--- src/verilog/carriage_gap_pkg.sv ---
package carriage_gap_pkg;

    // Register byte offsets on the Wishbone bus.
    localparam logic [7:0] CTRL_OFS      = 8'h00;
    localparam logic [7:0] TARGET_OFS    = 8'h04;
    localparam logic [7:0] GAP_CMD_OFS   = 8'h08;
    localparam logic [7:0] EDGE_CFG_OFS  = 8'h0C;
    localparam logic [7:0] ADC_OFS       = 8'h10;
    localparam logic [7:0] POSITION_OFS  = 8'h14;
    localparam logic [7:0] STATUS_OFS    = 8'h18;
    localparam logic [7:0] IRQ_STAT_OFS  = 8'h1C;
    localparam logic [7:0] IRQ_CLR_OFS   = 8'h20;
    localparam logic [7:0] IRQ_EN_OFS    = 8'h24;
    localparam logic [7:0] EDGE_POS_OFS  = 8'h28;

    // Control register fields.
    localparam int CTRL_RUN_BIT    = 0;
    localparam int CTRL_INK_BIT    = 1;
    localparam int CTRL_MODE_LSB   = 2;
    localparam int CTRL_EDGE_EN    = 4;
    localparam int CTRL_SKEW_EN    = 5;

    // Interrupt event bit positions.
    localparam int EV_HOME     = 0;
    localparam int EV_GAP_DONE = 1;
    localparam int EV_GAP_ERR  = 2;
    localparam int EV_EDGE     = 3;
    localparam int EV_SKEW     = 4;
    localparam int EV_W        = 5;

    // Head-gap cam step positions from the origin, in two-phase steps.
    localparam logic [9:0] GAP_STEPS_LARGE  = 10'd37;
    localparam logic [9:0] GAP_STEPS_MEDIUM = 10'd121;
    localparam logic [9:0] GAP_STEPS_SMALL  = 10'd204;
    localparam logic [9:0] GAP_STEPS_FILM   = 10'd287;
    localparam logic [9:0] GAP_SEEK_LIMIT   = 10'd1000;
    localparam logic [31:0] GAP_ERR_CODE    = 32'h0001000C;

    // Timing: gap stepper pulse period and emitter chop period.
    localparam int CLK_HZ        = 125_000_000;
    localparam int STEP_US       = 2000;
    localparam int STEP_CYC      = CLK_HZ / 1_000_000 * STEP_US;
    localparam int CHOP_US       = 100;
    localparam int CHOP_CYC      = CLK_HZ / 1_000_000 * CHOP_US;

    // Carriage speed per waveform mode, in encoder counts per speed window.
    localparam logic [15:0] SPEED_FAST = 16'd240;
    localparam logic [15:0] SPEED_SLOW = 16'd190;

    // Reset values.
    localparam logic [31:0] CTRL_RST      = 32'h0000_0000;
    localparam logic [7:0]  THRESH_RST    = 8'h80;

    typedef enum {GAP_IDLE, GAP_SEEK, GAP_MOVE} gap_state_t;

    // Waveform mode: index into coarse, fine and finest waveforms.
    typedef enum logic [1:0] {
        COARSE_WAVEFORM,
        FINE_WAVEFORM,
        FINEST_WAVEFORM
    } wave_mode_t;

    // Motor drive outputs travel together.
    typedef struct packed {
        logic        cr_dir;
        logic [15:0] cr_duty;
        logic        step_pulse;
        logic        step_reverse;
    } motor_out_t;

endpackage : carriage_gap_pkg

--- src/verilog/carriage_gap_position_logic.sv ---
`timescale 1ns/1ps
module carriage_gap_position_logic
    import carriage_gap_pkg::*;
(
    // Clock and reset.
    input  wire logic        clk_i,
    input  wire logic        rst_i,
    // Wishbone slave.
    input  wire logic        wb_cyc_i,
    input  wire logic        wb_stb_i,
    input  wire logic        wb_we_i,
    input  wire logic [7:0]  wb_adr_i,
    input  wire logic [3:0]  wb_sel_i,
    input  wire logic [31:0] wb_dat_i,
    output logic      [31:0] wb_dat_o,
    output logic             wb_ack_o,
    output logic             irq_o,
    // Carriage sensors.
    input  wire logic        carriage_home_sensor_i,
    input  wire logic        enc_a_i,
    input  wire logic        enc_b_i,
    input  wire logic        head_gap_home_sensor_i,
    input  wire logic [7:0]  edge_adc_i,
    input  wire logic        edge_adc_valid_i,
    // Drives.
    output logic             edge_emitter_o,
    output logic             print_timing_pulse_o,
    output motor_out_t       motor_o,
    output logic             waveform_fire_o
);

    ////////////////////////////////////////////////////////////////////////
    typedef struct packed {
        logic [31:0]      ctrl;
        logic [15:0]      target;
        logic [7:0]       thresh;
        logic [15:0]      pos;
        logic [1:0]       enc_ab;
        logic [15:0]      speed_cnt;
        logic [15:0]      speed;
        logic [23:0]      win_cnt;
        logic             home_prev;
        gap_state_t       gst;
        logic [9:0]       gap_pos;
        logic [9:0]       gap_goal;
        logic [9:0]       seek_cnt;
        logic [31:0]      step_cnt;
        logic [31:0]      err_code;
        logic [15:0]      chop_cnt;
        logic             emit;
        logic [7:0]       dark;
        logic             paper;
        logic [1:0]       edge_idx;
        logic [63:0]      edges;
        logic [EV_W-1:0]  ist;
        logic [EV_W-1:0]  ien;
        logic [15:0]      duty;
        logic             print_timing_pulse;
        logic [15:0]      fire_cnt;
        logic             fire;
        logic             ack;
        logic [31:0]      rdat;
    } state_t;

    state_t st_q;
    state_t st_d;

    // Converts a gap selection code to its cam step count.
    function automatic logic [9:0] gap_steps(input logic [1:0] sel);
        case (sel)
            2'd0:    gap_steps = GAP_STEPS_LARGE;
            2'd1:    gap_steps = GAP_STEPS_MEDIUM;
            2'd2:    gap_steps = GAP_STEPS_SMALL;
            default: gap_steps = GAP_STEPS_FILM;
        endcase
    endfunction : gap_steps

    logic       at_home;
    logic       wr;
    logic       rd_ok;
    logic [1:0] ab_now;
    logic       inc;
    logic       dec;
    wave_mode_t mode;
    logic [15:0] fire_div;
    logic [EV_W-1:0] ev;

    // Home range reads low on the sensor.
    assign at_home = !carriage_home_sensor_i;
    assign wr      = wb_cyc_i && wb_stb_i && wb_we_i && !st_q.ack;
    assign ab_now  = {enc_a_i, enc_b_i};
    assign mode    = wave_mode_t'(st_q.ctrl[CTRL_MODE_LSB +: 2]);

    // Gray sequence 00-01-11-10 counts up, reversed counts down.
    always_comb
    begin
        inc = 1'b0;
        dec = 1'b0;
        case ({st_q.enc_ab, ab_now})
            4'b0001, 4'b0111, 4'b1110, 4'b1000: inc = 1'b1;
            4'b0010, 4'b1011, 4'b1101, 4'b0100: dec = 1'b1;
            default: ;
        endcase
    end

    ////////////////////////////////////////////////////////////////////////
    // Next-state logic for the whole block.
    always_comb
    begin
        st_d = st_q;
        ev = '0;
        st_d.print_timing_pulse = 1'b0;
        st_d.fire = 1'b0;
        st_d.enc_ab = ab_now;
        // Quadrature position and the print timing pulse.
        if (inc || dec)
        begin
            st_d.pos = inc ? st_q.pos + 16'd1 : st_q.pos - 16'd1;
            st_d.print_timing_pulse = 1'b1;
            st_d.speed_cnt = st_q.speed_cnt + 16'd1;
        end
        // Position zero is the home flag edge in either direction.
        st_d.home_prev = carriage_home_sensor_i;
        if (carriage_home_sensor_i != st_q.home_prev)
        begin
            st_d.pos = '0;
            ev[EV_HOME] = 1'b1;
        end
        // Speed window of 1 ms; duty steps by one count toward target.
        st_d.win_cnt = st_q.win_cnt + 24'd1;
        if (st_q.win_cnt == 24'(CLK_HZ / 1000 - 1))
        begin
            st_d.win_cnt = '0;
            st_d.speed = st_q.speed_cnt;
            st_d.speed_cnt = '0;
            if (!st_q.ctrl[CTRL_RUN_BIT])
                st_d.duty = '0;
            else if (st_q.speed_cnt < st_q.target && st_q.duty != 16'hFFFF)
                st_d.duty = st_q.duty + 16'd1;
            else if (st_q.speed_cnt > st_q.target && st_q.duty != 16'h0000)
                st_d.duty = st_q.duty - 16'd1;
        end
        // Firing clock follows the waveform mode; finest runs faster.
        st_d.fire_cnt = st_q.fire_cnt + 16'd1;
        if (st_q.fire_cnt >= fire_div)
        begin
            st_d.fire_cnt = '0;
            st_d.fire = st_q.ctrl[CTRL_RUN_BIT];
        end
        // Gap cam sequencer: seek origin then step to the goal.
        st_d.step_cnt = (st_q.step_cnt == 32'(STEP_CYC - 1)) ? '0 : st_q.step_cnt + 32'd1;
        case (st_q.gst)
            GAP_IDLE: ;
            GAP_SEEK:
            begin
                if (!at_home)
                    st_d.gst = GAP_IDLE;
                else if (head_gap_home_sensor_i)
                begin
                    st_d.gap_pos = '0;
                    st_d.gst = GAP_MOVE;
                end
                else if (st_q.seek_cnt > GAP_SEEK_LIMIT)
                begin
                    st_d.err_code = GAP_ERR_CODE;
                    ev[EV_GAP_ERR] = 1'b1;
                    st_d.gst = GAP_IDLE;
                end
                else if (st_q.step_cnt == '0)
                    st_d.seek_cnt = st_q.seek_cnt + 10'd1;
            end
            GAP_MOVE:
            begin
                if (!at_home)
                    st_d.gst = GAP_IDLE;
                else if (st_q.gap_pos == st_q.gap_goal)
                begin
                    ev[EV_GAP_DONE] = 1'b1;
                    st_d.gst = GAP_IDLE;
                end
                else if (st_q.step_cnt == '0)
                    st_d.gap_pos = st_q.gap_pos + 10'd1;
            end
            default: st_d.gst = GAP_IDLE;
        endcase
        // Emitter chop; dark sample taken with emitter off.
        st_d.chop_cnt = st_q.chop_cnt + 16'd1;
        if (st_q.chop_cnt == 16'(CHOP_CYC - 1))
        begin
            st_d.chop_cnt = '0;
            st_d.emit = !st_q.emit;
        end
        // Disabling edge sensing darkens the emitter at once rather than at the next
        // chop boundary, so a lamp is never left lit for up to a whole chop period.
        if (!st_q.ctrl[CTRL_EDGE_EN])
            st_d.emit = 1'b0;
        if (edge_adc_valid_i && st_q.ctrl[CTRL_EDGE_EN])
        begin
            if (!st_q.emit)
                st_d.dark = edge_adc_i;
            else
            begin
                // Ambient-corrected reflection compared with the threshold.
                st_d.paper = (edge_adc_i > st_q.dark) &&
                             ((edge_adc_i - st_q.dark) > st_q.thresh);
                if (st_d.paper != st_q.paper)
                begin
                    if (st_q.ctrl[CTRL_SKEW_EN])
                        ev[EV_SKEW] = 1'b1;
                    else
                    begin
                        st_d.edges[st_q.edge_idx*16 +: 16] = st_q.pos;
                        st_d.edge_idx = st_q.edge_idx + 2'd1;
                        ev[EV_EDGE] = 1'b1;
                    end
                end
            end
        end
        // Wishbone register writes; cleared in a single cycle ack.
        st_d.ack = wb_cyc_i && wb_stb_i && !st_q.ack;
        if (wr)
        begin
            case (wb_adr_i)
                CTRL_OFS:     st_d.ctrl = wb_dat_i;
                TARGET_OFS:   st_d.target = wb_dat_i[15:0];
                GAP_CMD_OFS:
                if (at_home)
                begin
                    st_d.gap_goal = gap_steps(wb_dat_i[1:0]);
                    st_d.seek_cnt = '0;
                    st_d.err_code = '0;
                    st_d.gst = GAP_SEEK;
                end
                EDGE_CFG_OFS: begin st_d.thresh = wb_dat_i[7:0]; st_d.edge_idx = '0; end
                IRQ_CLR_OFS:  st_d.ist = st_q.ist & ~wb_dat_i[EV_W-1:0];
                IRQ_EN_OFS:   st_d.ien = wb_dat_i[EV_W-1:0];
                default: ;
            endcase
        end
        // Events set after the clear so a coincident event survives.
        st_d.ist = st_d.ist | ev;
        // Read mux, registered with the ack.
        case (wb_adr_i)
            CTRL_OFS:     st_d.rdat = st_q.ctrl;
            TARGET_OFS:   st_d.rdat = {16'h0000, st_q.target};
            GAP_CMD_OFS:  st_d.rdat = {20'h00000, st_q.gst == GAP_IDLE, 1'b0, st_q.gap_pos};
            EDGE_CFG_OFS: st_d.rdat = {24'h000000, st_q.thresh};
            ADC_OFS:      st_d.rdat = {16'h0000, st_q.dark, 7'h00, st_q.paper};
            POSITION_OFS: st_d.rdat = {st_q.speed, st_q.pos};
            STATUS_OFS:   st_d.rdat = st_q.err_code;
            IRQ_STAT_OFS: st_d.rdat = {27'h0000000, st_q.ist};
            IRQ_EN_OFS:   st_d.rdat = {27'h0000000, st_q.ien};
            EDGE_POS_OFS: st_d.rdat = {st_q.edges[st_q.edge_idx*16 +: 16], 14'h0000, st_q.edge_idx};
            default:      st_d.rdat = '0;
        endcase
    end

    // Firing divider per mode: coarse and fine share a rate, finest is faster.
    always_comb
    begin
        case (mode)
            FINEST_WAVEFORM: fire_div = 16'(CLK_HZ / 6840 / 2);
            default:         fire_div = 16'(CLK_HZ / 8640);
        endcase
    end

    ////////////////////////////////////////////////////////////////////////
    // State register.
    always_ff @(posedge clk_i)
    begin
        if (rst_i)
        begin
            st_q <= '0;
            st_q.ctrl <= CTRL_RST;
            st_q.thresh <= THRESH_RST;
            st_q.gst <= GAP_IDLE;
        end
        else
            st_q <= st_d;
    end

    // Outputs from flops, handshake too; irq and stepper lines decoded from flops.
    assign wb_dat_o             = st_q.rdat;
    assign wb_ack_o             = st_q.ack;
    assign irq_o                = |(st_q.ist & st_q.ien);
    assign edge_emitter_o       = st_q.emit;
    assign print_timing_pulse_o = st_q.print_timing_pulse;
    assign waveform_fire_o      = st_q.fire;
    assign motor_o.cr_dir       = st_q.target[15];
    assign motor_o.cr_duty      = st_q.duty;
    assign motor_o.step_pulse   = (st_q.gst != GAP_IDLE) && (st_q.step_cnt < 32'(STEP_CYC / 2));
    assign motor_o.step_reverse = (st_q.gst != GAP_IDLE);

    ////////////////////////////////////////////////////////////////////////
    // Cam checks. The stepper gear only engages the cam at home, so a cam move
    // that outlives the carriage leaving home would turn the pump instead.
    AST_CAM_AT_HOME: assert property (@(posedge clk_i) disable iff (rst_i)
        (st_q.gst != GAP_IDLE && !at_home) |=> !motor_o.step_reverse)
        else $error("cam moved away from home");
    // The flag clears the step count so every goal is measured from the origin.
    AST_GAP_ZERO: assert property (@(posedge clk_i) disable iff (rst_i)
        (st_q.gst == GAP_SEEK && at_home && head_gap_home_sensor_i) |=> st_q.gap_pos == 10'd0)
        else $error("gap counter not cleared");
    // A seek that runs past its limit must leave the service code behind.
    AST_SEEK_ERR: assert property (@(posedge clk_i) disable iff (rst_i)
        (st_q.gst == GAP_SEEK && at_home && !head_gap_home_sensor_i
         && st_q.seek_cnt > GAP_SEEK_LIMIT) |=> st_q.err_code == 32'h0001000C)
        else $error("seek error code missing");
    // Reaching the goal ends the move and leaves a sticky event.
    AST_GAP_DONE: assert property (@(posedge clk_i) disable iff (rst_i)
        (st_q.gst == GAP_MOVE && at_home && st_q.gap_pos == st_q.gap_goal) |=>
        st_q.gst == GAP_IDLE && st_q.ist[EV_GAP_DONE])
        else $error("gap done lost");

    // Carriage position checks.
    AST_POS_HOME: assert property (@(posedge clk_i) disable iff (rst_i)
        $changed(carriage_home_sensor_i) |=> st_q.pos == 16'd0)
        else $error("home not zero");
    AST_PTS: assert property (@(posedge clk_i) disable iff (rst_i)
        (inc || dec) |=> print_timing_pulse_o)
        else $error("timing pulse missing");
    AST_QUAD_UP: assert property (@(posedge clk_i) disable iff (rst_i)
        (inc && $stable(carriage_home_sensor_i)) |=> st_q.pos == $past(st_q.pos) + 16'd1)
        else $error("count up wrong");

    // Edge sensor and firing checks.
    AST_EMIT_OFF: assert property (@(posedge clk_i) disable iff (rst_i)
        !st_q.ctrl[CTRL_EDGE_EN] |=> !edge_emitter_o)
        else $error("emitter on while disabled");
    AST_EDGE_SKIP: assert property (@(posedge clk_i) disable iff (rst_i)
        !st_q.ctrl[CTRL_EDGE_EN] |=> $stable(st_q.paper))
        else $error("paper state moved while disabled");
    AST_FIRE_RUN: assert property (@(posedge clk_i) disable iff (rst_i)
        waveform_fire_o |-> $past(st_q.ctrl[CTRL_RUN_BIT]))
        else $error("firing while not running");

endmodule : carriage_gap_position_logic
--- config.mk ---
export PLATFORM = sky130hd
export DESIGN_NAME = carriage_gap_position_logic
export DESIGN_NICKNAME = d
export VERILOG_FILES = /design/src/verilog/carriage_gap_pkg.sv /design/src/verilog/carriage_gap_position_logic.sv
export SDC_FILE = /design/constraint.sdc
export NUM_CORES = 1
export LEC_CHECK = 0
export ABC_CLOCK_PERIOD_IN_PS = 5800
export CAP_MARGIN = 10
export CORE_MARGIN = 10
export CORE_UTILIZATION = 60
export DETAILED_ROUTE_END_ITERATION = 6
export DONT_BUFFER_PORTS = 1
export PLACE_DENSITY = 0.76
export SETUP_SLACK_MARGIN = 0.15
export SYNTH_ARGS = -nofsm -noshare
export SYNTH_HDL_FRONTEND = slang
export SYNTH_SLANG_ARGS = --single-unit
--- constraint.sdc ---
create_clock -name clk_i -period 5.8 [get_ports clk_i]
set_clock_uncertainty 0.1 [all_clocks]
set_input_delay 1.74 -clock clk_i [delete_from_list [all_inputs] [get_ports clk_i]]
set_output_delay 1.74 -clock clk_i [all_outputs]
set_load 0.005 [all_outputs]
==> impl_results.rst, run 1 <==
.. list-table::
   :header-rows: 1

   * - Metric
     - Value
   * - Outcome
     - complete, no violations
   * - Count of flip-flops with a built-in enable after synthesis
     - 0
   * - Hold buffer count at CTS
     - 0
   * - Area Growth Syn to Fin
     - 8.706%
   * - Slew Limit Fails
     - 0
   * - Met2 track demand over resource in global routing
     - 38.74%
   * - HP Class
     - flip-flop to flip-flop
   * - Ys async rst share
     - 0%
   * - Leading register cell type out of synthesis
     - sky130_fd_sc_hd__dfxtp_1
   * - Vias
     - 15846
   * - Worst-margin pin slew
     - 1118 ps
   * - Clock tree from TritonCTS
     - yes
   * - Period Utilization, post-route
     - 89.99%
   * - Worst hold margin
     - 346.0 ps
   * - Max-slew headroom at the worst pin
     - 24.91%
   * - Top achievable clock speed
     - 191.6 MHz
   * - Pin count of the biggest net entering global routing
     - 197
   * - Post-CTS Repair Setup Buffers
     - 0
   * - Number of antenna violations at the first check in global routing
     - 1
   * - Setup repair after global routing missed its margin
     - no
   * - Iteration-0 DRC count of the detailed router
     - 1422
   * - Synth warn
     - 0
   * - Sort of element at the end of the critical path
     - flip-flop
   * - Number of routed nets with antenna violations
     - 0
   * - Number of global-route vias before repair
     - 15195
   * - Vertical die dimension
     - 200.2 um
   * - Leak Pwr
     - 7.563 nW
   * - Seq cells post-synth
     - 424
   * - Count of cells along the worst register-to-register path
     - 16
   * - Crit path from
     - edge_adc_i[1]
   * - Final critical delay including setup and external delays
     - 5219 ps
   * - Number of top-level design ports
     - 118
   * - Final Hold Fails
     - 0
   * - # port buffers
     - 0
   * - Maximum vdd ir drop
     - 216.1 uV
   * - Fraction of layout instances using a drive strength above 1
     - 6.703%
   * - Global-route wire length before repair
     - 79640 um
   * - End of the worst register-to-register path
     - motor_o[17]
   * - Detailed Routing Iterations Pass 1
     - 6
   * - CP startpoint kind
     - primary input
   * - Maximum fanout encountered on the critical timing path
     - 16
   * - Maximum buffer depth of the clock tree
     - 3
   * - Total Die Area
     - 0.04006 mm2
   * - Critical path class
     - primary input to flip-flop
   * - Start of the worst register-to-register path
     - st_q[379]
   * - Initial core utilization
     - 61.24%
   * - Reported max-cap violation count
     - 0
   * - Clock Pin Slew Worst Setup and Hold Paths
     - 60 ps
   * - Most used routing layer in global routing
     - met2
   * - Mean post-synth cell area
     - 8.760 um2
   * - Final Worst Setup Slack
     - 580.6 ps
   * - Global placer's final weighted congestion
     - 0.8821
   * - Combined global-route utilization of all metal layers
     - 23.75%
   * - Setup slack of the most critical reg-to-reg path
     - 1160 ps
   * - Arrival time of data at the critical path endpoint
     - 5600 ps
   * - Gate count of the mapped netlist
     - 2223
   * - Row Count
     - 65
   * - Count of different cell masters after synthesis
     - 77
   * - Latest clock arrival within the worst-skew pair
     - 540 ps
   * - Number of H-tree branching levels
     - 2
   * - Share of synthesized area occupied by flip-flops and latches
     - 43.59%
   * - Core Area
     - 0.03180 mm2
   * - Power after layout
     - 6.411 mW
   * - Required time of the critical path
     - 6180 ps
   * - Total negative setup slack
     - 0 ps
   * - Num CTS Buffers
     - 44
   * - Clock Sinks
     - 424
   * - Number of nets in the final layout
     - 2329
   * - Post-Place Setup Slack
     - 132.3 ps
   * - Global-route met3 utilization
     - 5.867%
   * - Count of instances resized after the clock tree is built
     - 0
   * - Met1 track utilization from global routing
     - 30.53%
   * - Vias/cell
     - 5.993
   * - Count of final setup violators
     - 0
   * - Post-synthesis instance area
     - 0.01947 mm2
   * - Drt wl/cell
     - 18.83 um
   * - Count of unresolved DRC violations after routing
     - 0
   * - HPWL after detailed placement
     - 33870 um
   * - Remaining global-route overflow
     - 0
   * - Clock tree root driver cell
     - sky130_fd_sc_hd__clkbuf_16
   * - P per Cell Area
     - 302.8 mW/mm2
   * - Final WL
     - 49790 um
   * - Die Span X
     - 200.2 um
[per-layer routing]
layer	vias to the layer above	routed length (um)
met5	-	0
met4	0	1232
met3	83	4679
met2	621	23170
met1	7512	20710
li1	7630	-
[cells by family (layout without fill, tap and decap cells)]
kind of cell,Yosys count,count (layout),share of synthesized area [%]
multiplexers,45,45,3.347
buffers and inverters,215,170,5.429
adder cells (fa/ha/maj),92,92,6.027
flip-flops,424,424,43.59
AND/OR/NAND/NOR,871,871,21.55
AO/OA/AOI/OAI,438,438,13.88
other,1,32,0.01926
XOR/XNOR,137,137,6.162
[worst max-delay path, cell delays in order]
cell and delay, ps:
sky130_fd_sc_hd__ha_1 290, sky130_fd_sc_hd__nor2b_1 130, sky130_fd_sc_hd__o21ai_0 140, sky130_fd_sc_hd__nand2b_1 110, sky130_fd_sc_hd__a21oi_1 180, sky130_fd_sc_hd__nor2b_1 70
sky130_fd_sc_hd__o21ai_0 150, sky130_fd_sc_hd__nand2b_1 80, sky130_fd_sc_hd__a21oi_1 180, sky130_fd_sc_hd__xnor2_1 90, sky130_fd_sc_hd__ha_1 290, sky130_fd_sc_hd__and4_1 230
sky130_fd_sc_hd__o21ai_0 120, sky130_fd_sc_hd__a221oi_2 340, sky130_fd_sc_hd__buf_4 200, sky130_fd_sc_hd__xnor2_1 200, sky130_fd_sc_hd__nor3_4 100, sky130_fd_sc_hd__a21oi_2 700
sky130_fd_sc_hd__a22o_1 260
[power by group]
group          internal [mW]  leakage, nW  switching, mW
sequential              2.95         3.43         0.0577
clock                   1.86        0.768           1.16
combinational          0.160         3.36          0.228
[worst min-delay path by stage]
stage,from,endpoint,slack [ps],cells past startpoint
floorplan,st_q[296],st_q[296],310,1
global placement,st_q[296],st_q[296],320,1
detailed placement,st_q[296],st_q[296],340,1
CTS,st_q[296],st_q[296],350,1
global route,flip-flop,flip-flop,370,2
finish,st_q[296],st_q[296],350,1
[placed cells by master, fill, tap and decap left out, types with 14 or more instances in the layout]
master / instances
sky130_fd_sc_hd__a21oi_1: 221
sky130_fd_sc_hd__a22o_1: 20
sky130_fd_sc_hd__a22oi_1: 70
sky130_fd_sc_hd__a31oi_1: 14
sky130_fd_sc_hd__and2_1: 39
sky130_fd_sc_hd__and3_1: 22
sky130_fd_sc_hd__buf_4: 21
sky130_fd_sc_hd__clkbuf_16: 45
sky130_fd_sc_hd__conb_1: 31
sky130_fd_sc_hd__dfxtp_1: 424
sky130_fd_sc_hd__ha_1: 89
sky130_fd_sc_hd__inv_1: 65
sky130_fd_sc_hd__mux2i_1: 28
sky130_fd_sc_hd__mux4_2: 16
sky130_fd_sc_hd__nand2_1: 260
sky130_fd_sc_hd__nand2b_1: 27
sky130_fd_sc_hd__nand3_1: 138
sky130_fd_sc_hd__nand4_1: 42
sky130_fd_sc_hd__nor2_1: 204
sky130_fd_sc_hd__nor2b_1: 15
sky130_fd_sc_hd__nor3_1: 25
sky130_fd_sc_hd__nor4_1: 22
sky130_fd_sc_hd__o21ai_0: 40
sky130_fd_sc_hd__or3_1: 18
sky130_fd_sc_hd__xnor2_1: 60
sky130_fd_sc_hd__xor2_1: 77
[final cells by class]
class                   count  area [um2]
fillers                  2513       10630
multi-input cells        1614       10070
flip-flops and latches    424        8488
clock buffers              55        1224
well taps                 435       544.3
clock inverters            24       342.8
repair buffers             26       249.0
inverters                  65       244.0
diodes                      1       2.502
[cell usage after synthesis, types with 4 or more instances]
cell type / instances / area (um2)
sky130_fd_sc_hd__o211ai_1: 4 / 30.03
sky130_fd_sc_hd__nor4_1: 22 / 137.6
sky130_fd_sc_hd__a22o_1: 20 / 175.2
sky130_fd_sc_hd__nor2_1: 209 / 784.5
sky130_fd_sc_hd__and3_1: 22 / 137.6
sky130_fd_sc_hd__and4_1: 5 / 43.79
sky130_fd_sc_hd__a311oi_1: 5 / 43.79
sky130_fd_sc_hd__xor2_1: 77 / 674.4
sky130_fd_sc_hd__or2_2: 6 / 37.54
sky130_fd_sc_hd__buf_1: 5 / 18.77
sky130_fd_sc_hd__and2_1: 39 / 244.0
sky130_fd_sc_hd__a31oi_1: 15 / 93.84
sky130_fd_sc_hd__a41oi_1: 4 / 35.03
sky130_fd_sc_hd__nand2_1: 260 / 975.9
sky130_fd_sc_hd__nor2b_1: 15 / 93.84
sky130_fd_sc_hd__o21ai_0: 40 / 200.2
sky130_fd_sc_hd__a222oi_1: 8 / 80.08
sky130_fd_sc_hd__nand3_1: 138 / 690.7
sky130_fd_sc_hd__xnor2_1: 60 / 525.5
sky130_fd_sc_hd__a21oi_1: 221 / 1106
sky130_fd_sc_hd__nand3b_1: 7 / 52.55
sky130_fd_sc_hd__nand2b_1: 27 / 168.9
sky130_fd_sc_hd__buf_2: 20 / 100.1
sky130_fd_sc_hd__nand4_1: 42 / 262.8
sky130_fd_sc_hd__or4_1: 6 / 45.04
sky130_fd_sc_hd__dfxtp_1: 424 / 8488
sky130_fd_sc_hd__ha_1: 89 / 1114
sky130_fd_sc_hd__nor3b_1: 10 / 75.07
sky130_fd_sc_hd__buf_6: 5 / 56.30
sky130_fd_sc_hd__nor3_1: 26 / 130.1
sky130_fd_sc_hd__a211oi_1: 7 / 52.55
sky130_fd_sc_hd__mux2i_1: 28 / 280.3
sky130_fd_sc_hd__or3_1: 18 / 112.6
sky130_fd_sc_hd__a22oi_1: 70 / 525.5
sky130_fd_sc_hd__inv_1: 65 / 244.0
sky130_fd_sc_hd__buf_4: 50 / 375.4
sky130_fd_sc_hd__o21a_1: 7 / 52.55
sky130_fd_sc_hd__mux4_2: 16 / 360.4
sky130_fd_sc_hd__a21o_1: 9 / 67.56
sky130_fd_sc_hd__clkbuf_1: 70 / 262.8
[per-stage QoR]
step           utilization [%]  cells  area [um2]
6_report                 66.57   2644       21170
5_1_grt                  66.56   2643       21170
4_1_cts                  66.53   2642       21160
3_5_place_dp             61.60   2563       19590
3_3_place_gp             61.60   2563       19590
2_1_floorplan                -   2253       19590
Note: power is estimated with default switching activity, not from simulation.
==> run 2, diff against run 1 <==
Settings changed: ABC_AREA from default to 1, CORE_UTILIZATION 60 to 39, PLACE_DENSITY 0.76 to default.
==> impl_results.rst, run 2 <==
.. list-table::
   :header-rows: 1

   * - Metric
     - Value
   * - Outcome
     - complete, no violations
   * - Most frequently used cell type in the post-synthesis netlist
     - sky130_fd_sc_hd__nand2_1
   * - Worst-margin pin slew
     - 1160 ps
   * - Critical path class
     - primary input to flip-flop
   * - Count of cells along the worst register-to-register path
     - 16
   * - Clock Sinks
     - 424
   * - Count of instances resized after the clock tree is built
     - 0
   * - Maximum vdd ir drop
     - 215.3 uV
   * - Vias/cell
     - 5.250
   * - Total area of multi-input combinational cells
     - 0.01110 mm2
   * - Clock tree from TritonCTS
     - yes
   * - Count of different cell masters after synthesis
     - 59
   * - Max-slew headroom at the worst pin
     - 22.41%
   * - Leak Pwr
     - 9.506 nW
   * - Iteration-0 DRC count of the detailed router
     - 1502
   * - Number of routed nets with antenna violations
     - 0
   * - Cell types occupying the most area after synthesis
     - sky130_fd_sc_hd__dfxtp_1 39%, sky130_fd_sc_hd__nand2_1 9.8%, sky130_fd_sc_hd__a21oi_1 7.7%
   * - Sequential Power Share
     - 44.9%
   * - Die Span X
     - 256.3 um
   * - Vertical die dimension
     - 256.3 um
   * - Diode insertion count for antenna repair
     - 0
   * - Ys async rst share
     - 0%
   * - Most frequent cells after synthesis
     - 570 x sky130_fd_sc_hd__nand2_1, 424 x sky130_fd_sc_hd__dfxtp_1, 371 x sky130_fd_sc_hd__inv_1, 335 x sky130_fd_sc_hd__a21oi_1, 301 x sky130_fd_sc_hd__nor2_1
   * - Arrival time of data at the critical path endpoint
     - 5120 ps
   * - Worst Hold Depth
     - 1
   * - Worst-path cell with the longest stage delay
     - sky130_fd_sc_hd__nand4_2
   * - Most prevalent standard cell on the critical path
     - sky130_fd_sc_hd__nand2_1
   * - Area share of the largest cell type after synthesis
     - 38.99%
   * - Cell-internal power
     - 4.972 mW
   * - Number of nets in the final layout
     - 3136
   * - Count of final setup violators
     - 0
   * - Vias
     - 19789
   * - Initial core utilization
     - 39.44%
   * - Share of synthesized area occupied by flip-flops and latches
     - 38.99%
   * - Seq cells post-synth
     - 424
   * - HP Class
     - flip-flop to flip-flop
   * - Top achievable clock speed
     - 211.6 MHz
   * - Num CTS Buffers
     - 49
   * - Hold buffer count at CTS
     - 0
   * - Total Die Area
     - 0.06567 mm2
   * - Drt wl/cell
     - 17.34 um
   * - Core Area
     - 0.05520 mm2
   * - Leading register cell type out of synthesis
     - sky130_fd_sc_hd__dfxtp_1
   * - Total negative setup slack
     - 0 ps
   * - Number of top-level design ports
     - 118
   * - Most used routing layer in global routing
     - met2
   * - Fraction of layout instances using a drive strength above 1
     - 5.495%
   * - Most area-hungry cell type in the Yosys netlist
     - sky130_fd_sc_hd__dfxtp_1
   * - Post-synthesis instance area
     - 0.02177 mm2
   * - Remaining global-route overflow
     - 0
   * - Combinational share of power
     - 7.0%
   * - Detailed Routing Iterations Pass 1
     - 5
   * - Met1 track utilization from global routing
     - 24.52%
   * - # port buffers
     - 0
   * - Clock Power Share
     - 48.1%
   * - Number of global-route vias before repair
     - 18680
   * - Row Count
     - 86
   * - Final Hold Fails
     - 0
   * - Mean post-synth cell area
     - 7.151 um2
   * - Clock Pin Slew Worst Setup and Hold Paths
     - 60 ps
   * - Area used by sequential logic in the layout
     - 0.008489 mm2
   * - Synth warn
     - 0
   * - Count of flip-flops with a built-in enable after synthesis
     - 0
   * - CP startpoint kind
     - primary input
   * - Filler Cells Inserted
     - 5591
   * - Sequence of cells on the critical path
     - ha_1, nand2_1, o21ai_0, a21oi_1, o21bai_1, nand2_1, nand2_1, a21oi_1, xnor2_1, ha_1, a21oi_1, o21a_1, nand2_1, nand3_2, nand2_1, nand2_2, nand4_2, nand2_1, a21oi_1
   * - Gate count of the mapped netlist
     - 3044
   * - Required time of the critical path
     - 6190 ps
   * - Combined global-route utilization of all metal layers
     - 19.18%
   * - Final WL
     - 65350 um
   * - NetSw
     - 1.675 mW
   * - Post-CTS Repair Setup Buffers
     - 0
   * - Maximum buffer depth of the clock tree
     - 3
   * - Reported max-cap violation count
     - 0
   * - Sort of element at the end of the critical path
     - flip-flop
   * - Clock tree root driver cell
     - sky130_fd_sc_hd__clkbuf_16
   * - Power after layout
     - 6.647 mW
   * - Period Utilization, post-route
     - 81.48%
   * - Most frequent standard cell in the layout excluding fill and tap cells
     - sky130_fd_sc_hd__nand2_1
   * - Met2 track demand over resource in global routing
     - 31.44%
   * - P per Cell Area
     - 279.4 mW/mm2
   * - Maximum fanout encountered on the critical timing path
     - 16
   * - Number of H-tree branching levels
     - 2
   * - Setup repair after global routing missed its margin
     - no
   * - Most frequent cells in the layout
     - 570 x sky130_fd_sc_hd__nand2_1, 423 x sky130_fd_sc_hd__dfxtp_1, 369 x sky130_fd_sc_hd__inv_1
   * - Count of unresolved DRC violations after routing
     - 0
   * - Switching power share of the total
     - 25.20%
   * - Area Growth Syn to Fin
     - 9.306%
   * - Global placer's final weighted congestion
     - 0.9059
   * - Largest stage delay on the critical path
     - 560 ps
   * - Global-route wire length before repair
     - 103100 um
   * - Pin count of the biggest net entering global routing
     - 160
   * - Global-route met3 utilization
     - 4.410%
   * - Latest clock arrival within the worst-skew pair
     - 630 ps
   * - Number of antenna violations at the first check in global routing
     - 4
   * - Number of non-filler instances in the completed layout
     - 3769
   * - Final critical delay including setup and external delays
     - 4726 ps
   * - HPWL after detailed placement
     - 46200 um
   * - Slew Limit Fails
     - 0
   * - Number of cells after detailed placement
     - 3679
[run 2: cell type report]
cell class	count	area share [%]
Tap cell	748	3.933
Sequential cell	424	35.68
Clock buffer	64	5.769
Inverter	375	5.916
Multi-Input combinational cell	2111	46.66
Clock inverter	26	1.330
Timing Repair Buffer	21	0.7151
[run 2: power by group through the flow]
stage | clock network [mW] | registers, mW | logic, mW
6_report | 3.19 | 2.98 | 0.468
5_1_grt | 3.38 | 2.99 | 0.529
4_1_cts | 3.27 | 2.98 | 0.461
3_5_place_dp | 0 | 3.05 | 0.458
3_3_place_gp | 0 | 3.05 | 0.449
2_1_floorplan | 0 | 3.03 | 0.372
[run 2: cell families after synthesis]
kind of cell,after synthesis,share of synthesized area [%]
adders and majority gates,92,5.391
AOI/OAI and AO/OA,645,16.36
buffers and inverters,539,10.60
and+or+nand+nor,1282,26.19
other,1,0.01723
DFF,424,38.99
xor gates and xnor gates,61,2.454
[run 2: final timing paths]
kind / from / endpoint / slack (ps)
worst max register to register: motor_o[18] / motor_o[11] / 1650
worst min-delay path: st_q[296] / st_q[296] / 350
worst min register to register: st_q[296] / st_q[296] / 350
worst max-delay path: edge_adc_i[2] / flip-flop / 1070
[run 2: metrics by stage]
stage          hold WS [ps]  area (um2)  setup slack, ps  utilization, %
6_report              345.3       23790             1074           43.10
5_1_grt               368.0       23790            825.6           43.10
4_1_cts               349.1       23790             1221           43.10
3_5_place_dp          340.9       22110            574.4           40.04
3_3_place_gp          324.4       22110            733.9           40.04
2_1_floorplan         313.0       21880             1268               -
[run 2: worst max-delay path: cells and delay by family]
| kind | cells | cell delay [ps] |
|---|---|---|
| XOR/XNOR | 1 | 180 |
| AO/OA/AOI/OAI | 7 | 1110 |
| AND/OR/NAND/NOR | 9 | 1480 |
| adder cells (fa/ha/maj) | 2 | 600 |
[run 2: per-layer routing]
layer | vias up | share of wire, % | routed length, um
li1 | 9888 | - | -
met1 | 9219 | 44 | 28850
met2 | 564 | 46 | 29880
met3 | 110 | 7.4 | 4810
met4 | 8 | 2.7 | 1756
met5 | - | 0.080 | 52
